===== src/verilog/pwm_shutdown_defs.svh =====
// constants for the pwm shutdown and dead-band controller: offsets, fields, resets, timing
// assumes inclusion by bare name from the design files only
`ifndef PWM_SHUTDOWN_DEFS_SVH
`define PWM_SHUTDOWN_DEFS_SVH

// ----------------------------------------------------------------------
// register offsets
// ----------------------------------------------------------------------
`define OFS_DEAD_BAND_RESTART 4'h0
`define OFS_SHUTDOWN_CONTROL 4'h1
`define OFS_MODE_POLARITY 4'h2
`define OFS_STATUS 4'h3

// ----------------------------------------------------------------------
// field positions
// ----------------------------------------------------------------------
`define BIT_AUTO_RESTART 7
`define BIT_EVENT_STATUS 7
`define MSB_SOURCE_SEL 6
`define LSB_SOURCE_SEL 4
`define MSB_AC_STATE 3
`define LSB_AC_STATE 2
`define MSB_BD_STATE 1
`define LSB_BD_STATE 0
`define BIT_POL_AC_LOW 1
`define BIT_POL_BD_LOW 0
`define BIT_PERIOD_FLAG 0
`define BIT_COND_LIVE 1
`define BIT_OUT_HELD 2

// ----------------------------------------------------------------------
// reset values and encodings
// ----------------------------------------------------------------------
`define RST_DEAD_BAND_RESTART 8'h00
`define RST_SHUTDOWN_CONTROL 8'h00
`define RST_MODE_POLARITY 4'h0
`define SAFE_DRIVE_HIGH 2'h1

// ----------------------------------------------------------------------
// timing: one instruction cycle is four oscillator (clk) periods
// ----------------------------------------------------------------------
`define INSTR_CYCLE_OSC 4
`define INSTR_DIV_LAST (`INSTR_CYCLE_OSC - 1)

`endif


===== src/verilog/pwm_shutdown_pkg.sv =====
// types shared by the pwm shutdown and dead-band controller
// assumes nothing beyond a sv compiler
package pwm_shutdown_pkg;
  typedef logic [3:0] reg_addr_t;
  typedef logic [7:0] reg_byte_t;
  typedef logic [3:0] pin_vec_t;
  typedef logic [6:0] dead_count_t;
  // output hold sequence around a shutdown
  typedef enum logic [1:0] {
    st_running,
    st_shut,
    st_resume_wait
  } shutdown_state_t;
endpackage : pwm_shutdown_pkg

===== src/verilog/dead_band_if.sv =====
// carrier between the controller and its dead-band delay lines
// assumes both ends run on the same clk
`timescale 1ns/1ps
`default_nettype none
interface dead_band_if;
  logic instr_en;
  pwm_shutdown_pkg::dead_count_t count;
  pwm_shutdown_pkg::pin_vec_t sched;
  pwm_shutdown_pkg::pin_vec_t delayed;
  modport ctrl (output instr_en, output count, output sched, input delayed);
  modport delay (input instr_en, input count, input sched, output delayed);
endinterface : dead_band_if
`default_nettype wire


===== src/verilog/dead_band_delay.sv =====
// per-output turn-on delay counted in instruction cycles
// assumes instr_en is a one-cycle pulse every instruction cycle
`timescale 1ns/1ps
`default_nettype none
module dead_band_delay #(
  parameter int CHANNELS = 4,
  parameter int COUNT_W = 7
) (
  input wire logic clk,
  input wire logic reset,
  dead_band_if.delay db
);
  genvar i;
  generate
    for (i = 0; i < CHANNELS; i++) begin : g_chan
      logic [COUNT_W-1:0] wait_q;
      logic delayed_q;
      // count restarts whenever the scheduled level drops
      always_ff @(posedge clk) begin
        if (reset) begin
          wait_q <= '0;
        end else if (!db.sched[i]) begin
          wait_q <= '0;
        end else if (db.instr_en && (wait_q < db.count)) begin
          wait_q <= wait_q + 1'b1;
        end
      end
      // turn-on only after the full count; turn-off follows at once
      // a count longer than the active time keeps the output off
      always_ff @(posedge clk) begin
        if (reset) begin
          delayed_q <= 1'b0;
        end else begin
          delayed_q <= db.sched[i] && (wait_q >= db.count);
        end
      end
      assign db.delayed[i] = delayed_q;
    end
  endgenerate
endmodule : dead_band_delay
`default_nettype wire


===== src/verilog/level_sync.sv =====
// two-flop synchroniser for a group of asynchronous levels
// assumes inputs come from pins outside the clk domain
`timescale 1ns/1ps
`default_nettype none
module level_sync #(
  parameter int WIDTH = 3
) (
  input wire logic clk,
  input wire logic reset,
  input wire logic [WIDTH-1:0] async_in,
  output logic [WIDTH-1:0] sync_out
);
  logic [WIDTH-1:0] meta_q;

  // first stage feeds only the second stage
  always_ff @(posedge clk) begin
    if (reset) begin
      meta_q <= '0;
      sync_out <= '0;
    end else begin
      meta_q <= async_in;
      sync_out <= meta_q;
    end
  end
endmodule : level_sync
`default_nettype wire


===== src/verilog/pwm_shutdown_deadband_ctrl.sv =====
// auto-shutdown, auto-restart, polarity and dead-band control of a
// four-output pwm stage (pairs a/c and b/d)
// assumes the period generator supplies scheduled levels and a period
// start pulse on clk, and that clk is the oscillator clock
//
// Implementation choices: strobed register access and the register addresses.
`timescale 1ns/1ps
`default_nettype none
`include "pwm_shutdown_defs.svh"
module pwm_shutdown_deadband_ctrl #(
  parameter int CHANNELS = 4,
  parameter int COUNT_W = 7
) (
  input wire logic clk,
  input wire logic reset,
  input wire pwm_shutdown_pkg::reg_addr_t addr,
  input wire pwm_shutdown_pkg::reg_byte_t wdata,
  input wire logic wr,
  input wire logic rd,
  output pwm_shutdown_pkg::reg_byte_t rdata,
  input wire logic period_start,
  input wire pwm_shutdown_pkg::pin_vec_t pwm_sched,
  input wire pwm_shutdown_pkg::pin_vec_t pin_output_enable,
  input wire logic comparator_1,
  input wire logic comparator_2,
  input wire logic fault_input_pin,
  output pwm_shutdown_pkg::pin_vec_t output_pin_out,
  output pwm_shutdown_pkg::pin_vec_t output_pin_oe,
  output logic period_timer_flag
);
  import pwm_shutdown_pkg::*;

  // ----------------------------------------------------------------------
  // declarations
  // ----------------------------------------------------------------------
  logic [1:0] div_q;
  logic instr_en;
  logic [2:0] src_sync;
  logic auto_restart_enable_q;
  dead_count_t dead_band_count_q;
  logic shutdown_event_status_q;
  logic [2:0] shutdown_source_select_q;
  logic [1:0] pair_ac_shutdown_state_q;
  logic [1:0] pair_bd_shutdown_state_q;
  logic [3:0] mode_polarity_q;
  logic period_timer_flag_q;
  logic wr_del;
  logic wr_as;
  logic wr_mode;
  logic wr_stat;
  logic cond_sync;
  logic cond_raw;
  logic shut_active;
  shutdown_state_t state_q;
  shutdown_state_t state_d;
  pin_vec_t norm_q;
  reg_byte_t rd_value;
  reg_byte_t rdata_q;

  dead_band_if db ();

  // ----------------------------------------------------------------------
  // instruction-cycle enable
  // ----------------------------------------------------------------------
  // one pulse every four clk periods; the dead-band counts these
  always_ff @(posedge clk) begin
    if (reset) begin
      div_q <= '0;
    end else if (div_q == 2'(`INSTR_DIV_LAST)) begin
      div_q <= '0;
    end else begin
      div_q <= div_q + 2'h1;
    end
  end

  assign instr_en = (div_q == 2'(`INSTR_DIV_LAST));

  // ----------------------------------------------------------------------
  // shutdown sources
  // ----------------------------------------------------------------------
  // bit order: 0 comparator 1, 1 comparator 2, 2 fault pin
  level_sync #(
    .WIDTH(3)
  ) u_src_sync (
    .clk(clk),
    .reset(reset),
    .async_in({fault_input_pin, comparator_2, comparator_1}),
    .sync_out(src_sync)
  );

  // each select bit enables one source; codes OR them together
  assign cond_sync = |(shutdown_source_select_q & src_sync);

  // raw path feeds the pin override and, through the held bit of the status read, the read flop
  assign cond_raw = |(shutdown_source_select_q &
                     {fault_input_pin, comparator_2, comparator_1});

  // ----------------------------------------------------------------------
  // write decode
  // ----------------------------------------------------------------------
  // one strobe per mapped offset; unmapped writes fall through
  always_comb begin
    wr_del = 1'b0;
    wr_as = 1'b0;
    wr_mode = 1'b0;
    wr_stat = 1'b0;
    if (wr && (addr == `OFS_DEAD_BAND_RESTART)) begin
      wr_del = 1'b1;
    end else if (wr && (addr == `OFS_SHUTDOWN_CONTROL)) begin
      wr_as = 1'b1;
    end else if (wr && (addr == `OFS_MODE_POLARITY)) begin
      wr_mode = 1'b1;
    end else if (wr && (addr == `OFS_STATUS)) begin
      wr_stat = 1'b1;
    end
  end

  // ----------------------------------------------------------------------
  // dead-band / restart register
  // ----------------------------------------------------------------------
  // restart enable and count share one byte
  always_ff @(posedge clk) begin
    if (reset) begin
      auto_restart_enable_q <= 1'(`RST_DEAD_BAND_RESTART >> `BIT_AUTO_RESTART);
      dead_band_count_q <= dead_count_t'(`RST_DEAD_BAND_RESTART);
    end else if (wr_del) begin
      auto_restart_enable_q <= wdata[`BIT_AUTO_RESTART];
      dead_band_count_q <= wdata[COUNT_W-1:0];
    end
  end

  // ----------------------------------------------------------------------
  // shutdown control register: source select and safe states
  // ----------------------------------------------------------------------
  // source select and both pair safe codes are written together
  always_ff @(posedge clk) begin
    if (reset) begin
      shutdown_source_select_q <= 3'(`RST_SHUTDOWN_CONTROL >> `LSB_SOURCE_SEL);
      pair_ac_shutdown_state_q <= 2'(`RST_SHUTDOWN_CONTROL >> `LSB_AC_STATE);
      pair_bd_shutdown_state_q <= 2'(`RST_SHUTDOWN_CONTROL);
    end else if (wr_as) begin
      shutdown_source_select_q <= wdata[`MSB_SOURCE_SEL:`LSB_SOURCE_SEL];
      pair_ac_shutdown_state_q <= wdata[`MSB_AC_STATE:`LSB_AC_STATE];
      pair_bd_shutdown_state_q <= wdata[`MSB_BD_STATE:`LSB_BD_STATE];
    end
  end

  // ----------------------------------------------------------------------
  // shutdown event status
  // ----------------------------------------------------------------------
  // a live cause always wins, so a clear in the same cycle is lost and
  // a comparator level keeps the bit pinned until it drops
  always_ff @(posedge clk) begin
    if (reset) begin
      shutdown_event_status_q <= 1'b0;
    end else if (cond_sync) begin
      shutdown_event_status_q <= 1'b1;
    end else if (wr_as && wdata[`BIT_EVENT_STATUS]) begin
      shutdown_event_status_q <= 1'b1;
    end else if (wr_as) begin
      shutdown_event_status_q <= 1'b0;
    end else if (auto_restart_enable_q) begin
      shutdown_event_status_q <= 1'b0;
    end
  end

  // ----------------------------------------------------------------------
  // output hold sequence
  // ----------------------------------------------------------------------
  // restart waits for a period edge so no partial pulse leaves the pins
  always_comb begin
    state_d = state_q;
    case (state_q)
      st_running: begin
        if (shutdown_event_status_q) begin
          state_d = st_shut;
        end
      end
      st_shut: begin
        if (!shutdown_event_status_q) begin
          state_d = st_resume_wait;
        end
      end
      st_resume_wait: begin
        if (shutdown_event_status_q) begin
          state_d = st_shut;
        end else if (period_start) begin
          state_d = st_running;
        end
      end
      default: begin
        state_d = st_shut;
      end
    endcase
  end

  // sequence register; reset leaves the outputs running
  always_ff @(posedge clk) begin
    if (reset) begin
      state_q <= st_running;
    end else begin
      state_q <= state_d;
    end
  end

  // held off by the raw pins at once, then by status and the sequence
  assign shut_active = cond_raw || shutdown_event_status_q ||
                       (state_q != st_running);

  // ----------------------------------------------------------------------
  // mode / polarity register
  // ----------------------------------------------------------------------
  // bits 3:2 hold the output configuration for readback only
  always_ff @(posedge clk) begin
    if (reset) begin
      mode_polarity_q <= `RST_MODE_POLARITY;
    end else if (wr_mode) begin
      mode_polarity_q <= wdata[3:0];
    end
  end

  // ----------------------------------------------------------------------
  // period timer flag
  // ----------------------------------------------------------------------
  // the first period edge after start marks one full cycle done;
  // a period edge beats a clear in the same cycle
  always_ff @(posedge clk) begin
    if (reset) begin
      period_timer_flag_q <= 1'b0;
    end else if (period_start) begin
      period_timer_flag_q <= 1'b1;
    end else if (wr_stat && !wdata[`BIT_PERIOD_FLAG]) begin
      period_timer_flag_q <= 1'b0;
    end
  end

  // flag leaves straight from its flop
  assign period_timer_flag = period_timer_flag_q;

  // ----------------------------------------------------------------------
  // dead-band delay lines
  // ----------------------------------------------------------------------
  // the count is applied in every mode; half-bridge use is up to firmware
  assign db.instr_en = instr_en;
  assign db.count = dead_band_count_q;
  assign db.sched = pwm_sched;

  dead_band_delay #(
    .CHANNELS(CHANNELS),
    .COUNT_W(COUNT_W)
  ) u_dead_band (
    .clk(clk),
    .reset(reset),
    .db(db)
  );

  // ----------------------------------------------------------------------
  // polarity and pin drive
  // ----------------------------------------------------------------------
  // even index is pair a/c, odd index pair b/d; polarity changes while
  // pins drive will glitch them, so firmware sets it first
  genvar i;
  generate
    for (i = 0; i < CHANNELS; i++) begin : g_pin
      logic invert;
      logic [1:0] safe;
      assign invert = ((i % 2) == 0) ? mode_polarity_q[`BIT_POL_AC_LOW]
                                     : mode_polarity_q[`BIT_POL_BD_LOW];
      assign safe = ((i % 2) == 0) ? pair_ac_shutdown_state_q
                                   : pair_bd_shutdown_state_q;
      // normal level passes one flop after the dead-band line
      always_ff @(posedge clk) begin
        if (reset) begin
          norm_q[i] <= 1'b0;
        end else begin
          norm_q[i] <= db.delayed[i] ^ invert;
        end
      end
      // safe level ignores polarity; 1x releases the pin
      assign output_pin_out[i] = shut_active ? (safe == `SAFE_DRIVE_HIGH)
                                             : norm_q[i];
      assign output_pin_oe[i] = pin_output_enable[i] &&
                                !(shut_active && safe[1]);
    end
  endgenerate

  // ----------------------------------------------------------------------
  // read path
  // ----------------------------------------------------------------------
  // read mux; unmapped offsets read as zero
  always_comb begin
    rd_value = '0;
    if (addr == `OFS_DEAD_BAND_RESTART) begin
      rd_value = {auto_restart_enable_q, dead_band_count_q};
    end else if (addr == `OFS_SHUTDOWN_CONTROL) begin
      rd_value = {shutdown_event_status_q, shutdown_source_select_q,
                  pair_ac_shutdown_state_q, pair_bd_shutdown_state_q};
    end else if (addr == `OFS_MODE_POLARITY) begin
      rd_value = {4'h0, mode_polarity_q};
    end else if (addr == `OFS_STATUS) begin
      rd_value[`BIT_PERIOD_FLAG] = period_timer_flag_q;
      rd_value[`BIT_COND_LIVE] = cond_sync;
      rd_value[`BIT_OUT_HELD] = shut_active;
    end
  end

  // data stands only in the cycle after the read strobe
  always_ff @(posedge clk) begin
    if (reset) begin
      rdata_q <= '0;
    end else if (rd) begin
      rdata_q <= rd_value;
    end else begin
      rdata_q <= '0;
    end
  end

  // rdata comes from a flop, so it idles at zero between reads
  assign rdata = rdata_q;
endmodule : pwm_shutdown_deadband_ctrl
`default_nettype wire


===== config.mk =====
export PLATFORM = sky130hd
export DESIGN_NAME = pwm_shutdown_deadband_ctrl
export DESIGN_NICKNAME = d
export VERILOG_FILES = /design/src/verilog/pwm_shutdown_pkg.sv /design/src/verilog/dead_band_if.sv /design/src/verilog/dead_band_delay.sv /design/src/verilog/level_sync.sv /design/src/verilog/pwm_shutdown_deadband_ctrl.sv
export VERILOG_INCLUDE_DIRS = /design/src /design/src/verilog
export SDC_FILE = /design/constraint.sdc
export NUM_CORES = 1
export LEC_CHECK = 0
export ABC_AREA = 1
export BUFFER_PORTS_ARGS = -buffer_cell sky130_fd_sc_hd__buf_2
export CAP_MARGIN = 25
export CORE_ASPECT_RATIO = 1.25
export CORE_MARGIN = 5
export CORE_UTILIZATION = 55
export CTS_BUF_LIST = sky130_fd_sc_hd__clkbuf_8
export DETAILED_ROUTE_END_ITERATION = 16
export PLACE_DENSITY = 0.84
export RECOVER_POWER = 100
export SLEW_MARGIN = 20
export SYNTH_ARGS = -nofsm -noshare
export SYNTH_HDL_FRONTEND = slang
export SYNTH_HIERARCHICAL = 1
export SYNTH_SLANG_ARGS = --single-unit

===== constraint.sdc =====
create_clock -name clk -period 1.4 [get_ports clk]
set_input_delay 0.07 -clock clk [delete_from_list [all_inputs] [get_ports clk]]
set_output_delay 0.07 -clock clk [all_outputs]
set_load 0.05 [all_outputs]

# Word-level counts from Yosys, hierarchy flattened
# Cells that the tools add are included.
totals:
  ff_bits: 75
  latch_bits: 0
  ramBits: 0
  mem_bits_ro: 0
  input_bits: 28
  output_inout_bits: 17
  wordCells: 129
  memories: 0
op_classes:
  n_addsub: 5
  n_mul: 0
  div_mod_pow: 0
  n_lt_le_gt_ge: 8
  n_eq_ne: 11
  shift: 0
  mux: 30
  n_bitwise: 11
  n_reduce_logical: 39
ops:
  columns: ["operator", "n"]
  rows:
  - ["7-bit by 1-bit adder with 7-bit output, second input constant", 4]
  - ["7-bit greater-or-equal comparator", 4]
  - ["7-bit < comparator", 4]
  - ["1-bit two-way mux", 21]
  - ["1-bit logical AND", 20]
  - ["8-bit two-way mux", 2]
  - ["2-bit OR reduction", 6]
  - ["4-bit by 2-bit == test with 1-bit output, second input constant", 2]
  - ["2-bit two-way mux", 4]
  - ["3-bit AND", 2]
  - ["2-bit by 1-bit == test with 1-bit output, second input constant", 3]
  - ["3-bit two-way mux", 2]
  - ["2-bit one-hot mux with 3 select lines", 1]
  - ["3-bit OR reduction", 2]
  - ["1-bit inverter", 5]
  - ["2-bit == test, second input constant", 2]
  - ["4-bit by 1-bit == test with 1-bit output, second input constant", 1]
  - ["4-bit zero test", 1]
  - ["2-bit inequality test, second input constant", 2]
  - ["2-bit nonzero test", 2]
  - ["4-bit nonzero test", 1]
  - ["1-bit bitwise XOR", 4]
  - ["1-bit zero test", 3]
  - ["3-bit inequality test, second input constant", 1]
  - ["4 further kinds", 5]

# Longest topological paths before layout
# Gate-level depths: netlist of run 1.
depth:
  word_depth: 9
  mapped_depth: 10
  ltp_nobuf: 10

# Modules after synthesis
# Netlist of run 1, hierarchy kept.
modules_own_cells:
  columns: ["module", "instances", "cells_per_inst", "area_per_inst_um2", "seq_area_each_um2"]
  rows:
  - ["dead_band_delay", 1, 383, 2543.7, 640.6]
  - ["pwm_shutdown_deadband_ctrl", 1, 221, 1686.6, 740.7]
  - ["level_sync", 1, 18, 165.2, 120.1]

# Least setup slack after synthesis of run 1
# No wires, ideal clock.
synth_path:
  kind: "reg2out"
  start: "register shutdown_source_select_q[0]"
  end: "output port output_pin_out[0]"
  t_arrival_ns: 1.675
  required_time_ns: 1.330
  slack_ns: -0.345
  path_stages_with_launch: 5
  n_path_buf: 0
  path_cell_list: "dfxtp_1 > nand2_1 > nand3_1 > nor2_2 > o21ai_0"
synth_between:
  elab_chain_cells: 5
synth_rtl:
  columns: ["element", "line", "rtl"]
  rows:
  - ["start, declared", "pwm_shutdown_deadband_ctrl.sv:42", "logic [2:0] shutdown_source_select_q;"]
  - ["start signal, assigned", "pwm_shutdown_deadband_ctrl.sv:138", "shutdown_source_select_q <= 3'(`RST_SHUTDOWN_CONTROL >> `LSB_SOURCE_SEL);"]
  - ["start signal, assigned", "pwm_shutdown_deadband_ctrl.sv:142", "shutdown_source_select_q <= wdata[`MSB_SOURCE_SEL:`LSB_SOURCE_SEL];"]
  - ["3-bit AND", "pwm_shutdown_deadband_ctrl.sv:95", "assign cond_raw = |(shutdown_source_select_q &"]
  - ["3-bit OR reduction", "pwm_shutdown_deadband_ctrl.sv:95", null]
  - ["1-bit logical OR (2 in series)", "pwm_shutdown_deadband_ctrl.sv:207", "assign shut_active = cond_raw || shutdown_event_status_q ||"]
  - ["1-bit two-way mux", "pwm_shutdown_deadband_ctrl.sv:280", "assign output_pin_out[i] = shut_active ? (safe == `SAFE_DRIVE_HIGH)"]
  - ["end, declared", "pwm_shutdown_deadband_ctrl.sv:27", "output pwm_shutdown_pkg::pin_vec_t output_pin_out,"]
# No other way between the ends.

# Worst setup path after layout of run 1
layout_path:
  start: "register dead_band_count_q[5] (netlist: db.count[5])"
  end: "register u_dead_band.g_chan[3].wait_q[2]"
layout_between:
  elab_chain_cells: 2
layout_rtl:
  columns: ["element", "line", "rtl"]
  rows:
  - ["start, declared", "pwm_shutdown_deadband_ctrl.sv:40", "dead_count_t dead_band_count_q;"]
  - ["start signal, assigned", "pwm_shutdown_deadband_ctrl.sv:125", "dead_band_count_q <= dead_count_t'(`RST_DEAD_BAND_RESTART);"]
  - ["start signal, assigned", "pwm_shutdown_deadband_ctrl.sv:128", "dead_band_count_q <= wdata[COUNT_W-1:0];"]
  - ["7-bit < comparator", "dead_band_delay.sv:24", "end else if (db.instr_en && (wait_q < db.count)) begin"]
  - ["1-bit logical AND", "dead_band_delay.sv:24", null]
  - ["end signal, assigned", "dead_band_delay.sv:25", "wait_q <= wait_q + 1'b1;"]
  - ["end, declared", "dead_band_delay.sv:16", "logic [COUNT_W-1:0] wait_q;"]
# No other way between the ends.
# A chain may end at the register's enable or synchronous reset.

==> Implementation_results.wiki, run 1 <==
{| class="wikitable"
! Metric !! Value
|-
| Outcome || finished with violations
|-
| Violations in the final reports || setup timing
|-
| Number of clock buffers inserted by TritonCTS || 9
|-
| Total congestion overflow || 0
|-
| Clock tree buffer depth || 2
|-
| Number of placement rows || 36
|-
| Critical path launch point type || flip-flop
|-
| Post-synthesis area per instance || 7.067 um^2
|-
| Length of the first detailed-routing pass in iterations || 5
|-
| Layer with the highest usage || met2
|-
| Deepest level of the CTS H-tree || 3
|-
| Post-Synthesis Cells || approximately 620
|-
| Met2 routing resource usage after global routing || 51.99%
|-
| Count of distinct cell types in the synthesized netlist || 34
|-
| Data arrival time of the critical path || 1.97 ns
|-
| Final estimated routing congestion in global placement || approximately 0.88
|-
| GRT Util Overall || 26.94%
|-
| Maximum achievable frequency || 594.1 MHz
|-
| Maximum capacitance violations || 0
|-
| DR iter-0 viols || 462
|-
| Number of setup violations in the final report || 45
|-
| Antenna violations before repair || 0
|-
| Number of nets in the layout || just under 800
|-
| DIE AREA || ~9900 um^2
|-
| Number of enable flip-flop cells after synthesis || 0
|-
| Worst slew margin relative to its limit || 61.20%
|-
| Number of stages on the worst hold path || 3
|-
| Global routing met1 resource utilization || between 20% and 30%
|-
| Initial core utilization || 56.41%
|-
| Number of remaining DRC errors || 0
|-
| Core area || ~8000 um^2
|-
| Final Cycle Share || 120.2%
|-
| Vias per inst || between 5 and 6
|-
| Static leakage power || 2.749 nW
|-
| Cell with the most instances after synthesis || sky130_fd_sc_hd__nand2_1
|-
| GR met3 Demand/Resource || 5.681%
|-
| Leading area contributor after synthesis || sky130_fd_sc_hd__dfxtp_1
|-
| Endpoints failing hold || 0
|-
| Worst clock skew || 0.01320 ns
|-
| Final routed wire length divided by cell count || 17.44 um
|-
| RSZ-0062 raised after global routing || yes
|-
| Clock tree from TritonCTS || built
|-
| Dominant synthesized flop cell || sky130_fd_sc_hd__dfxtp_1
|-
| Detailed-route via count || 4728
|-
| Synthesized flop and latch total || 75
|-
| Sequential cell area fraction in the yosys report || 34.16%
|-
| Crit path setup slack, layout || -0.2832 ns
|-
| Worst endpoint required time || 1.69 ns
|-
| Growth of design area from synthesis to finish || 39.68%
|-
| Total of buffers placed on input and output ports || 44
|-
| Ratio of total power to cell area || about 780 nW/um^2
|-
| Pin count of the biggest net entering global routing || 16
|-
| Num Clock Sinks || 75
|-
| Final Non-Filler Cells || 834
|-
| Fin. max-slew vios || 0
|-
| Slew at the pin closest to its max-slew limit || approximately 0.58 ns
|-
| Die Span Y || roughly 110 um
|-
| Cell area after technology mapping || between 4000 and 5000 um^2
|-
| Placed cell count || 784
|-
| Clock input transition at the sequential cells of the worst setup and hold paths || 0.09 ns
|-
| Die X-Extent || 89.96 um
|-
| First-pass GRT wire length || 21560 um
|-
| Critical Path Sink Type || flip-flop
|-
| N_diodes || 0
|-
| Number of cells traversed by the worst register-to-register path || 10
|-
| Count of boundary I/O pins || 45
|-
| Share of flip-flops with an asynchronous set or reset || 0%
|-
| Final wirelength || 14540 um
|-
| Post-route ant nets || 0
|-
| Yosys Warn Count || 6
|-
| Detailed placer's ending HPWL || 7766 um
|-
| Highest ir drop seen on vdd || between 0.0006 and 0.0007 V
|-
| Worst skew pair latency || 0.37 ns
|-
| Share of the synthesized area in the top cell type || between 30 and 40%
|-
| Cell chosen for the clock root || sky130_fd_sc_hd__clkbuf_8
|-
| Vias in the first global route || 4663
|-
| Type of the worst setup path || reg2reg
|-
| Final period demand of the worst path || 1.683 ns
|-
| Final setup TNS || -6.295 ns
|-
| Hold WC Path Type || in2reg
|-
| Syn nets || slightly below 700
|-
| Synth cell count leaders || sky130_fd_sc_hd__nand2_1, sky130_fd_sc_hd__inv_1, sky130_fd_sc_hd__nor2_1
|-
| Critical-path maximum fanout || 5
|-
| Layout cell share with drive strength beyond 1 || 36.94%
|-
| Cell types with the largest area share after synthesis || sky130_fd_sc_hd__dfxtp_1, sky130_fd_sc_hd__nand2_1, sky130_fd_sc_hd__ha_1
|}
==> worst max-delay path, cell delays in order (launching register included) <==
cell                      delay, ns
sky130_fd_sc_hd__dfxtp_2       0.37
sky130_fd_sc_hd__inv_4         0.08
sky130_fd_sc_hd__ha_4          0.26
sky130_fd_sc_hd__nand2_4       0.09
sky130_fd_sc_hd__inv_4         0.04
sky130_fd_sc_hd__a21oi_4       0.22
sky130_fd_sc_hd__buf_12        0.16
sky130_fd_sc_hd__nand3_4       0.09
sky130_fd_sc_hd__nand2_1       0.07
sky130_fd_sc_hd__nand2_1       0.07
sky130_fd_sc_hd__nor2_1        0.14
==> path summary, 6_finish.rpt <==
kind,start,slack [ns],to
setup / recovery,db.count[5]$_SDFFE_PP0P_,-0.28,u_dead_band/g_chan[3].wait_q[2]$_SDFFE_PP0P_
hold / removal,wr,0.007,db.count[4]$_SDFFE_PP0P_
hold reg to reg,u_src_sync/meta_q[0]$_SDFF_PP0_,0.41,u_src_sync/sync_out[0]$_SDFF_PP0_
setup reg to reg,db.count[5]$_SDFFE_PP0P_,-0.28,u_dead_band/g_chan[3].wait_q[2]$_SDFFE_PP0P_
==> registers in the layout (all words and copies together), names as in the netlist, 3 cells and up <==
name / count
u_src_sync/meta_q: 3
norm_q: 4
shutdown_source_select_q: 3
mode_polarity_q: 4
db.count: 7
u_dead_band/g_chan.wait_q: 28
u_src_sync/sync_out: 3
u_dead_band/g_chan.delayed_q: 4
g_pin.safe: 4
rdata: 8
==> metrics by stage <==
stage / utilization, % / instance area [um^2] / power, mW / hold slack, ns / setup slack (ns)
6_report: 78.79 / 6140 / 4.762 / 0.006979 / -0.2832
5_1_grt: 78.79 / 6140 / 4.927 / -0.001188 / -0.3719
4_1_cts: 75.50 / 5883 / 4.694 / 0.001337 / -0.1668
3_5_place_dp: 64.90 / 5057 / 2.703 / 0.2960 / -0.2229
3_3_place_gp: 64.90 / 5057 / 2.684 / 0.2870 / -0.1543
2_1_floorplan: - / 4549 / 2.564 / 0.1412 / -0.3454
==> cells by family after synthesis <==
family / after synthesis / share of synthesized area [%]
simple gates: 338 / 35.95
flops: 75 / 34.16
xor+xnor: 8 / 1.594
buf+inv: 117 / 11.44
compound gates: 51 / 7.458
fa+ha+maj: 33 / 9.394
==> cell type report <==
class	instances	area (um^2)
timing repair buffer	108	874.6
fill	428	1653
tap	95	118.9
clock inverter	7	100.1
clock buffer	9	123.9
multi-input combinational	435	2977
inverter	105	425.4
sequential	75	1520
==> per-layer routing <==
| layer | up-vias | share of wire (%) |
|---|---|---|
| met5 | - | 0 |
| met4 | 0 | 6.3 |
| met3 | 83 | 7.2 |
| met2 | 285 | 51 |
| met1 | 2169 | 35 |
| li1 | 2191 | - |
==> where the power goes <==
group          switching, mW  leakage (nW)  internal (mW)  total (mW)
clock                  0.919         0.102           1.02        1.93
combinational          0.394          2.03          0.236       0.630
sequential            0.0266         0.615           2.17        2.20
total                   1.34          2.75           3.42        4.76
==> layout by cell type, fill, tap and decap left out, types with 21 or more instances in the layout <==
master	count
sky130_fd_sc_hd__buf_2	33
sky130_fd_sc_hd__a21oi_1	21
sky130_fd_sc_hd__nand2_1	132
sky130_fd_sc_hd__buf_4	39
sky130_fd_sc_hd__inv_1	88
sky130_fd_sc_hd__dfxtp_1	64
sky130_fd_sc_hd__nor2_1	64
sky130_fd_sc_hd__nand2_2	32
sky130_fd_sc_hd__nand3_2	23
==> repair_timing <==
| item | 4_1_cts | 5_1_grt |
|---|---|---|
| hold buffers | 12 | 0 |
| buffers inserted | 9 | 5 |
| endpoints found under the setup margin | 40 | 40 |
| gates cloned | 6 | 2 |
| endpoints found under the hold margin | 16 | 0 |
| resized for setup | 97 | 59 |
| pin swaps | 40 | 53 |
(Power assumes the default switching activity.)
==> run 2, diff against run 1 <==
--- a/config.mk
+++ b/config.mk
@@ -16,6 +16,7 @@
 export DETAILED_ROUTE_END_ITERATION = 16
 export PLACE_DENSITY = 0.84
 export RECOVER_POWER = 100
+export REMOVE_ABC_BUFFERS = 1
 export SLEW_MARGIN = 20
 export SYNTH_ARGS = -nofsm -noshare
 export SYNTH_HDL_FRONTEND = slang
==> Implementation_results.wiki, run 2 (synthesis gave the netlist of run 1 again) <==
{| class="wikitable"
! Metric !! Value
|-
| Outcome || finished with violations
|-
| Violations in the final reports || setup timing
|-
| Core area || 7792 um^2 (unchanged)
|-
| Cell chosen for the clock root || sky130_fd_sc_hd__clkbuf_8
|-
| Slew at the pin closest to its max-slew limit || 0.6760 ns (+0.09621 ns)
|-
| Total congestion overflow || 0 (unchanged)
|-
| Growth of design area from synthesis to finish || 42.50%
|-
| Count of boundary I/O pins || 45 (unchanged)
|-
| Final wirelength || 17450 um (+20%)
|-
| Ratio of total power to cell area || 735.8 nW/um^2 (-5.1%)
|-
| Logic pwr share || 14.6% (+1.4 points)
|-
| Detailed-route via count || 5178 (+9.5%)
|-
| Vias in the first global route || 4963 (+6.4%)
|-
| Static leakage power || 2.768 nW (+0.69%)
|-
| Maximum achievable frequency || 573.2 MHz (-3.5%)
|-
| Number of remaining DRC errors || 0 (unchanged)
|-
| Hold WC Path Type || in2reg
|-
| Post-route ant nets || 0 (unchanged)
|-
| Die Span Y || 110.0 um (unchanged)
|-
| Number of setup violations in the final report || 53 (+18%)
|-
| Number of placement rows || 36 (unchanged)
|-
| Worst endpoint required time || 1.68 ns (about the same)
|-
| Most common library cell in the layout ignoring fill and taps || sky130_fd_sc_hd__nand2_1
|-
| Clock input transition at the sequential cells of the worst setup and hold paths || 0.08 ns (about the same)
|-
| Critical-path maximum fanout || 5 (unchanged)
|-
| Placed cell count || 784 (unchanged)
|-
| Maximum capacitance violations || 0 (unchanged)
|-
| Final estimated routing congestion in global placement || 0.8873 (+0.74%)
|-
| Number of nets in the layout || 801 (+0.75%)
|-
| Leading cell types in the layout, fill and taps excluded || sky130_fd_sc_hd__nand2_1, sky130_fd_sc_hd__inv_1, sky130_fd_sc_hd__nor2_1, sky130_fd_sc_hd__dfxtp_1, sky130_fd_sc_hd__buf_4
|-
| First-pass GRT wire length || 24350 um (+13%)
|-
| Fin. max-slew vios || 0 (unchanged)
|-
| Critical path launch point type || flip-flop
|-
| Share of the core filled with cells || 80.38% (+1.6 points)
|-
| DR iter-0 viols || 509 (+10%)
|-
| Worst slew margin relative to its limit || 54.76% (-6.4 points)
|-
| Final Cycle Share || 124.6% (+4.4 points)
|-
| Initial core utilization || 56.41% (unchanged)
|-
| Vias per inst || 6.164 (+8.7%)
|-
| Crit path setup slack, layout || -0.3446 ns (-0.06142 ns)
|-
| Num Clock Sinks || 75 (unchanged)
|-
| Final Total Pwr || 4.609 mW (-3.2%)
|-
| N_diodes || 0 (unchanged)
|-
| DIE AREA || 9891 um^2 (unchanged)
|-
| Number of flip-flops in the largest register || 28 (unchanged)
|-
| Worst skew pair latency || 0.38 ns (about the same)
|-
| Final setup TNS || -11.39 ns (-5.096 ns)
|-
| Number of clock buffers inserted by TritonCTS || 9 (unchanged)
|-
| Deepest level of the CTS H-tree || 3 (unchanged)
|-
| Worst slack at placement || -0.3212 ns (-0.09833 ns)
|-
| Endpoints failing hold || 0 (unchanged)
|-
| Layout cell share with drive strength beyond 1 || 37.45% (+0.51 points)
|-
| Clock tree buffer depth || 2 (unchanged)
|-
| Data arrival time of the critical path || 2.02 ns (+0.05 ns)
|-
| Final routed wire length divided by cell count || 20.78 um (+19%)
|-
| Switching portion of total power || 29.79% (+1.7 points)
|-
| Internal Dissipation || 3.236 mW (-5.5%)
|-
| Total of buffers placed on input and output ports || 44 (unchanged)
|-
| Antenna violations before repair || 0 (unchanged)
|-
| Critical Path Sink Type || flip-flop
|-
| Final Non-Filler Cells || 840 (+0.72%)
|-
| Type of the worst setup path || reg2reg
|-
| Length of the first detailed-routing pass in iterations || 8 (+3)
|-
| Detailed placer's ending HPWL || 7602 um (-2.1%)
|-
| Die X-Extent || 89.96 um (unchanged)
|-
| Clock network fraction of total power || 37.7% (-2.9 points)
|-
| Seq pwr share || 47.7% (+1.5 points)
|-
| RSZ-0062 raised after global routing || yes
|-
| GRT Util Overall || 31.35% (+4.4 points)
|-
| Final period demand of the worst path || 1.745 ns (+0.06142 ns)
|-
| Register with the highest flop count || u_dead_band/g_chan.wait_q
|-
| Highest ir drop seen on vdd || 0.0006859 V (+4.5%)
|-
| NetSw || 1.373 mW (+2.5%)
|-
| Worst clock skew || 0.007398 ns (-0.005804 ns)
|-
| Clock tree from TritonCTS || built
|-
| Pin count of the biggest net entering global routing || 16 (unchanged)
|}
[run 2: cell count changes in the layout (fill, tap and decap cells not counted), sizes merged]
cell and change:
a21oi +1, buf -6, bufinv -1, clkbuf +11
clkinv +2, inv -1
[run 2: area by class of cell]
type	instances	area, um^2
fill	394	1529
tap	95	118.9
multi-input combinational	436	3057
clock inverter	7	70.07
clock buffer	9	123.9
timing repair buffer	113	942.2
inverter	105	427.9
sequential	75	1524
[run 2: critical path: stages (launching register included)]
cell	delay [ns]
sky130_fd_sc_hd__dfxtp_2	0.39
sky130_fd_sc_hd__inv_4	0.08
sky130_fd_sc_hd__buf_6	0.12
sky130_fd_sc_hd__ha_4	0.29
sky130_fd_sc_hd__nand2_4	0.07
sky130_fd_sc_hd__nor2_4	0.21
sky130_fd_sc_hd__nand2_4	0.13
sky130_fd_sc_hd__nand3_1	0.10
sky130_fd_sc_hd__nand2_1	0.10
sky130_fd_sc_hd__inv_1	0.10
sky130_fd_sc_hd__nor2_1	0.04
[run 2: repair_timing]
action	CTS	global route
hold endpoints to repair	11	1
hold buffers	11	1
endpoints found under the setup margin	40	40
gates resized for setup	153	56
pin swaps	70	37
setup buffers	13	7
gates cloned	9	0
[run 2: layer usage]
metal	track usage, %	part of all wire, %	up-vias
met3	9.719	10	195
li1	-	-	2199
met1	29.61	32	2314
met2	56.75	47	470
met4	24.04	11	0
met5	0	0	-
[run 2: path summary, 6_finish.rpt]
| path | start | end | slack, ns | cells past startpoint |
|---|---|---|---|---|
| min | pwm_sched[2] | u_dead_band/g_chan[2].wait_q[2]$_SDFFE_PP0P_ | 0.03 | 5 |
| max | db.count[4]$_SDFFE_PP0P_ | u_dead_band/g_chan[1].wait_q[6]$_SDFFE_PP0P_ | -0.34 | 10 |
| min reg2reg | u_src_sync/meta_q[2]$_SDFF_PP0_ | u_src_sync/sync_out[2]$_SDFF_PP0_ | 0.42 | 2 |
| max reg2reg | db.count[4]$_SDFFE_PP0P_ | u_dead_band/g_chan[1].wait_q[6]$_SDFFE_PP0P_ | -0.34 | 10 |
[run 2: power by group through the flow]
stage,sequential (mW),clock [mW],combinational [mW]
2_1_floorplan,2.25,0,0.256
3_3_place_gp,2.24,0,0.427
3_5_place_dp,2.25,0,0.445
4_1_cts,2.20,1.69,0.586
5_1_grt,2.20,1.82,0.708
6_report,2.20,1.74,0.673
[run 2: through the flow]
stage | cell area, um^2 | hold WS (ns)
floorplan | 4289 | 0.1324
global placement | 4891 | 0.2919
detailed placement | 4891 | 0.3002
CTS | 6087 | 0.008068
global route | 6264 | 0.06104
finish | 6264 | 0.03169
==> run 3, diff against run 2 <==
--- a/config.mk
+++ b/config.mk
@@ -9,12 +9,10 @@
 export ABC_AREA = 1
 export BUFFER_PORTS_ARGS = -buffer_cell sky130_fd_sc_hd__buf_2
 export CAP_MARGIN = 25
-export CORE_ASPECT_RATIO = 1.25
 export CORE_MARGIN = 5
-export CORE_UTILIZATION = 55
-export CTS_BUF_LIST = sky130_fd_sc_hd__clkbuf_8
+export CORE_UTILIZATION = 54
 export DETAILED_ROUTE_END_ITERATION = 16
-export PLACE_DENSITY = 0.84
+export PLACE_DENSITY = 0.83
 export RECOVER_POWER = 100
 export REMOVE_ABC_BUFFERS = 1
 export SLEW_MARGIN = 20
==> Implementation_results.wiki, run 3 (synthesis gave the netlist of run 1 again) <==
{| class="wikitable"
! Metric !! Value
|-
| Outcome || finished with violations
|-
| Violations in the final reports || setup timing
|-
| Worst clock skew || 0.01235 ns (+0.004949 ns)
|-
| Detailed-route via count || 4707 (-9.1%)
|-
| Die X-Extent || 100.2 um (+11%)
|-
| Worst skew pair latency || 0.36 ns (-0.02 ns)
|-
| Number of flip-flops in the largest register || 28 (unchanged)
|-
| Clock tree buffer depth || 2 (unchanged)
|-
| Vias per inst || 5.557 (-9.8%)
|-
| Dominant delay contributor by cell family on the critical path || flip-flops
|-
| Length of the first detailed-routing pass in iterations || 5 (-3)
|-
| Register with the highest flop count || u_dead_band/g_chan.wait_q
|-
| Global routing met1 resource utilization || 29.09% (-0.53 points)
|-
| Critical path launch point type || flip-flop
|-
| Number of clock buffers inserted by TritonCTS || 9 (unchanged)
|-
| Detailed placer's ending HPWL || 7500 um (-1.3%)
|-
| Critical path's slowest cell || sky130_fd_sc_hd__dfxtp_4
|-
| Critical Path Sink Type || flip-flop
|-
| DIE AREA || 10040 um^2 (+1.5%)
|-
| Count of boundary I/O pins || 45 (unchanged)
|-
| First-pass GRT wire length || 21210 um (-13%)
|-
| Highest ir drop seen on vdd || 0.0006304 V (-8.1%)
|-
| Hold WC Path Type || in2reg
|-
| DR iter-0 viols || 341 (-33%)
|-
| Clock input transition at the sequential cells of the worst setup and hold paths || 0.10 ns (+0.02 ns)
|-
| Worst slew margin relative to its limit || 55.91% (+1.1 points)
|-
| Total of buffers placed on input and output ports || 44 (unchanged)
|-
| GR met3 Demand/Resource || 5.490% (-4.2 points)
|-
| Share of the core filled with cells || 76.62% (-3.8 points)
|-
| Antenna violations before repair || 0 (unchanged)
|-
| Maximum achievable frequency || 623.1 MHz (+8.7%)
|-
| Number of remaining DRC errors || 0 (unchanged)
|-
| Total congestion overflow || 0 (unchanged)
|-
| Type of the worst setup path || reg2reg
|-
| Final setup TNS || -5.443 ns (+5.948 ns)
|-
| Met2 routing resource usage after global routing || 47.35% (-9.4 points)
|-
| Fin. max-slew vios || 0 (unchanged)
|-
| Maximum capacitance violations || 0 (unchanged)
|-
| Endpoints failing hold || 0 (unchanged)
|-
| Final routed wire length divided by cell count || 17.05 um (-18%)
|-
| Number of placement rows || 33 (-8.3%)
|-
| Slew at the pin closest to its max-slew limit || 0.6590 ns (-0.01707 ns)
|-
| Pin count of the biggest net entering global routing || 19 (+3)
|-
| Crit path setup slack, layout || -0.2050 ns (+0.1396 ns)
|-
| Leading cell types in the layout, fill and taps excluded || sky130_fd_sc_hd__nand2_1, sky130_fd_sc_hd__inv_1, sky130_fd_sc_hd__dfxtp_1, sky130_fd_sc_hd__nor2_1, sky130_fd_sc_hd__buf_4
|-
| Final estimated routing congestion in global placement || 0.8398 (-5.4%)
|-
| Critical Path, Cell by Cell || inv_8 -> ha_4 -> nand2_4 -> inv_4 -> a21oi_4 -> buf_6 -> nand4_1 -> nand2_1 -> nor2_1
|-
| Deepest level of the CTS H-tree || 3 (unchanged)
|-
| Clock tree from TritonCTS || built
|-
| Ratio of total power to cell area || 732.9 nW/um^2 (-0.39%)
|-
| GRT Util Overall || 26.25% (-5.1 points)
|-
| Maximum single-stage delay on the critical path || 0.39 ns (about the same)
|-
| Worst endpoint required time || 1.66 ns (-0.02 ns)
|-
| Num Clock Sinks || 75 (unchanged)
|-
| Buffer and inverter count on the worst path || 3 (unchanged)
|-
| RSZ-0062 raised after global routing || yes
|-
| Final wirelength || 14440 um (-17%)
|-
| Die Span Y || 100.2 um (-8.8%)
|-
| Vias in the first global route || 4608 (-7.2%)
|-
| Number of nets in the layout || 798 (-0.37%)
|-
| Static leakage power || 2.731 nW (-1.3%)
|-
| Final period demand of the worst path || 1.605 ns (-0.1396 ns)
|-
| Post-route ant nets || 0 (unchanged)
|-
| Number of setup violations in the final report || 48 (-9.4%)
|-
| Core area || 8093 um^2 (+3.9%)
|-
| Data arrival time of the critical path || 1.86 ns (-0.16 ns)
|-
| Final Cycle Share || 114.6% (-10 points)
|-
| Cell chosen for the clock root || sky130_fd_sc_hd__clkbuf_8
|-
| Critical-path maximum fanout || 5 (unchanged)
|-
| N_diodes || 0 (unchanged)
|-
| Initial core utilization || 54.31% (-2.1 points)
|-
| Layer with the highest usage || met2
|-
| Layout cell share with drive strength beyond 1 || 37.33% (-0.12 points)
|-
| Growth of design area from synthesis to finish || 41.08%
|-
| Most common library cell in the layout ignoring fill and taps || sky130_fd_sc_hd__nand2_1
|}
[run 3: layout make-up]
class	count	area, um^2
Sequential cell	75	1525
Clock buffer	9	123.9
Inverter	105	430.4
Clock inverter	7	75.07
Fill cell	478	1892
Tap cell	105	131.4
Timing Repair Buffer	109	855.8
Multi-Input combinational cell	437	3059
[run 3: worst register-to-register path, stage by stage (launching register included)]
cell and delay [ns]:
sky130_fd_sc_hd__dfxtp_4 0.39, sky130_fd_sc_hd__inv_8 0.06, sky130_fd_sc_hd__ha_4 0.27, sky130_fd_sc_hd__nand2_4 0.09, sky130_fd_sc_hd__inv_4 0.06, sky130_fd_sc_hd__a21oi_4 0.27
sky130_fd_sc_hd__buf_6 0.15, sky130_fd_sc_hd__nand4_1 0.10, sky130_fd_sc_hd__nand2_1 0.08, sky130_fd_sc_hd__nor2_1 0.04
[run 3: final timing paths]
| kind | from | end | slack (ns) | cells past startpoint |
|---|---|---|---|---|
| min reg2reg | u_src_sync/meta_q[2]$_SDFF_PP0_ | u_src_sync/sync_out[2]$_SDFF_PP0_ | 0.41 | 2 |
| max reg2reg | db.count[6]$_SDFFE_PP0P_ | u_dead_band/g_chan[0].wait_q[6]$_SDFFE_PP0P_ | -0.21 | 9 |
| max | db.count[6]$_SDFFE_PP0P_ | u_dead_band/g_chan[0].wait_q[6]$_SDFFE_PP0P_ | -0.21 | 9 |
| min | rd | rdata[7]$_SDFF_PP0_ | 0.08 | 3 |
[run 3: what timing repair did]
action                                  CTS  global route
endpoints found under the setup margin   40            40
gates cloned                              6             2
hold buffers                             12             0
buffers inserted                          6            10
pin swaps                                50            45
resized for setup                       109            95
endpoints found under the hold margin    12             0
[run 3: routing by layer]
| layer | routed length, um | vias to the layer above |
|---|---|---|
| li1 | - | 2196 |
| met1 | 5332 | 2192 |
| met2 | 7406 | 236 |
| met3 | 937 | 83 |
| met4 | 763 | 0 |
| met5 | 0 | - |
[run 3: per-stage QoR]
| step | hold slack [ns] | total power [mW] | instances | cell area, um^2 | setup slack [ns] |
|---|---|---|---|---|---|
| after floorplan | 0.1324 | 2.508 | 610 | 4289 | -0.3454 |
| after global routing | 0.06737 | 4.708 | 847 | 6201 | -0.2977 |
| after CTS | 0.05710 | 4.459 | 835 | 5804 | -0.1176 |
| after global placement | 0.2863 | 2.673 | 795 | 4936 | -0.1994 |
| after detailed placement | 0.2953 | 2.689 | 795 | 4936 | -0.2720 |
| final | 0.07998 | 4.545 | 847 | 6201 | -0.2050 |
[run 3: where the power goes]
part / total, mW / internal, mW / switching, mW
Sequential: 2.19 / 2.17 / 0.0246
Combinational: 0.608 / 0.228 / 0.381
Clock: 1.74 / 0.832 / 0.912
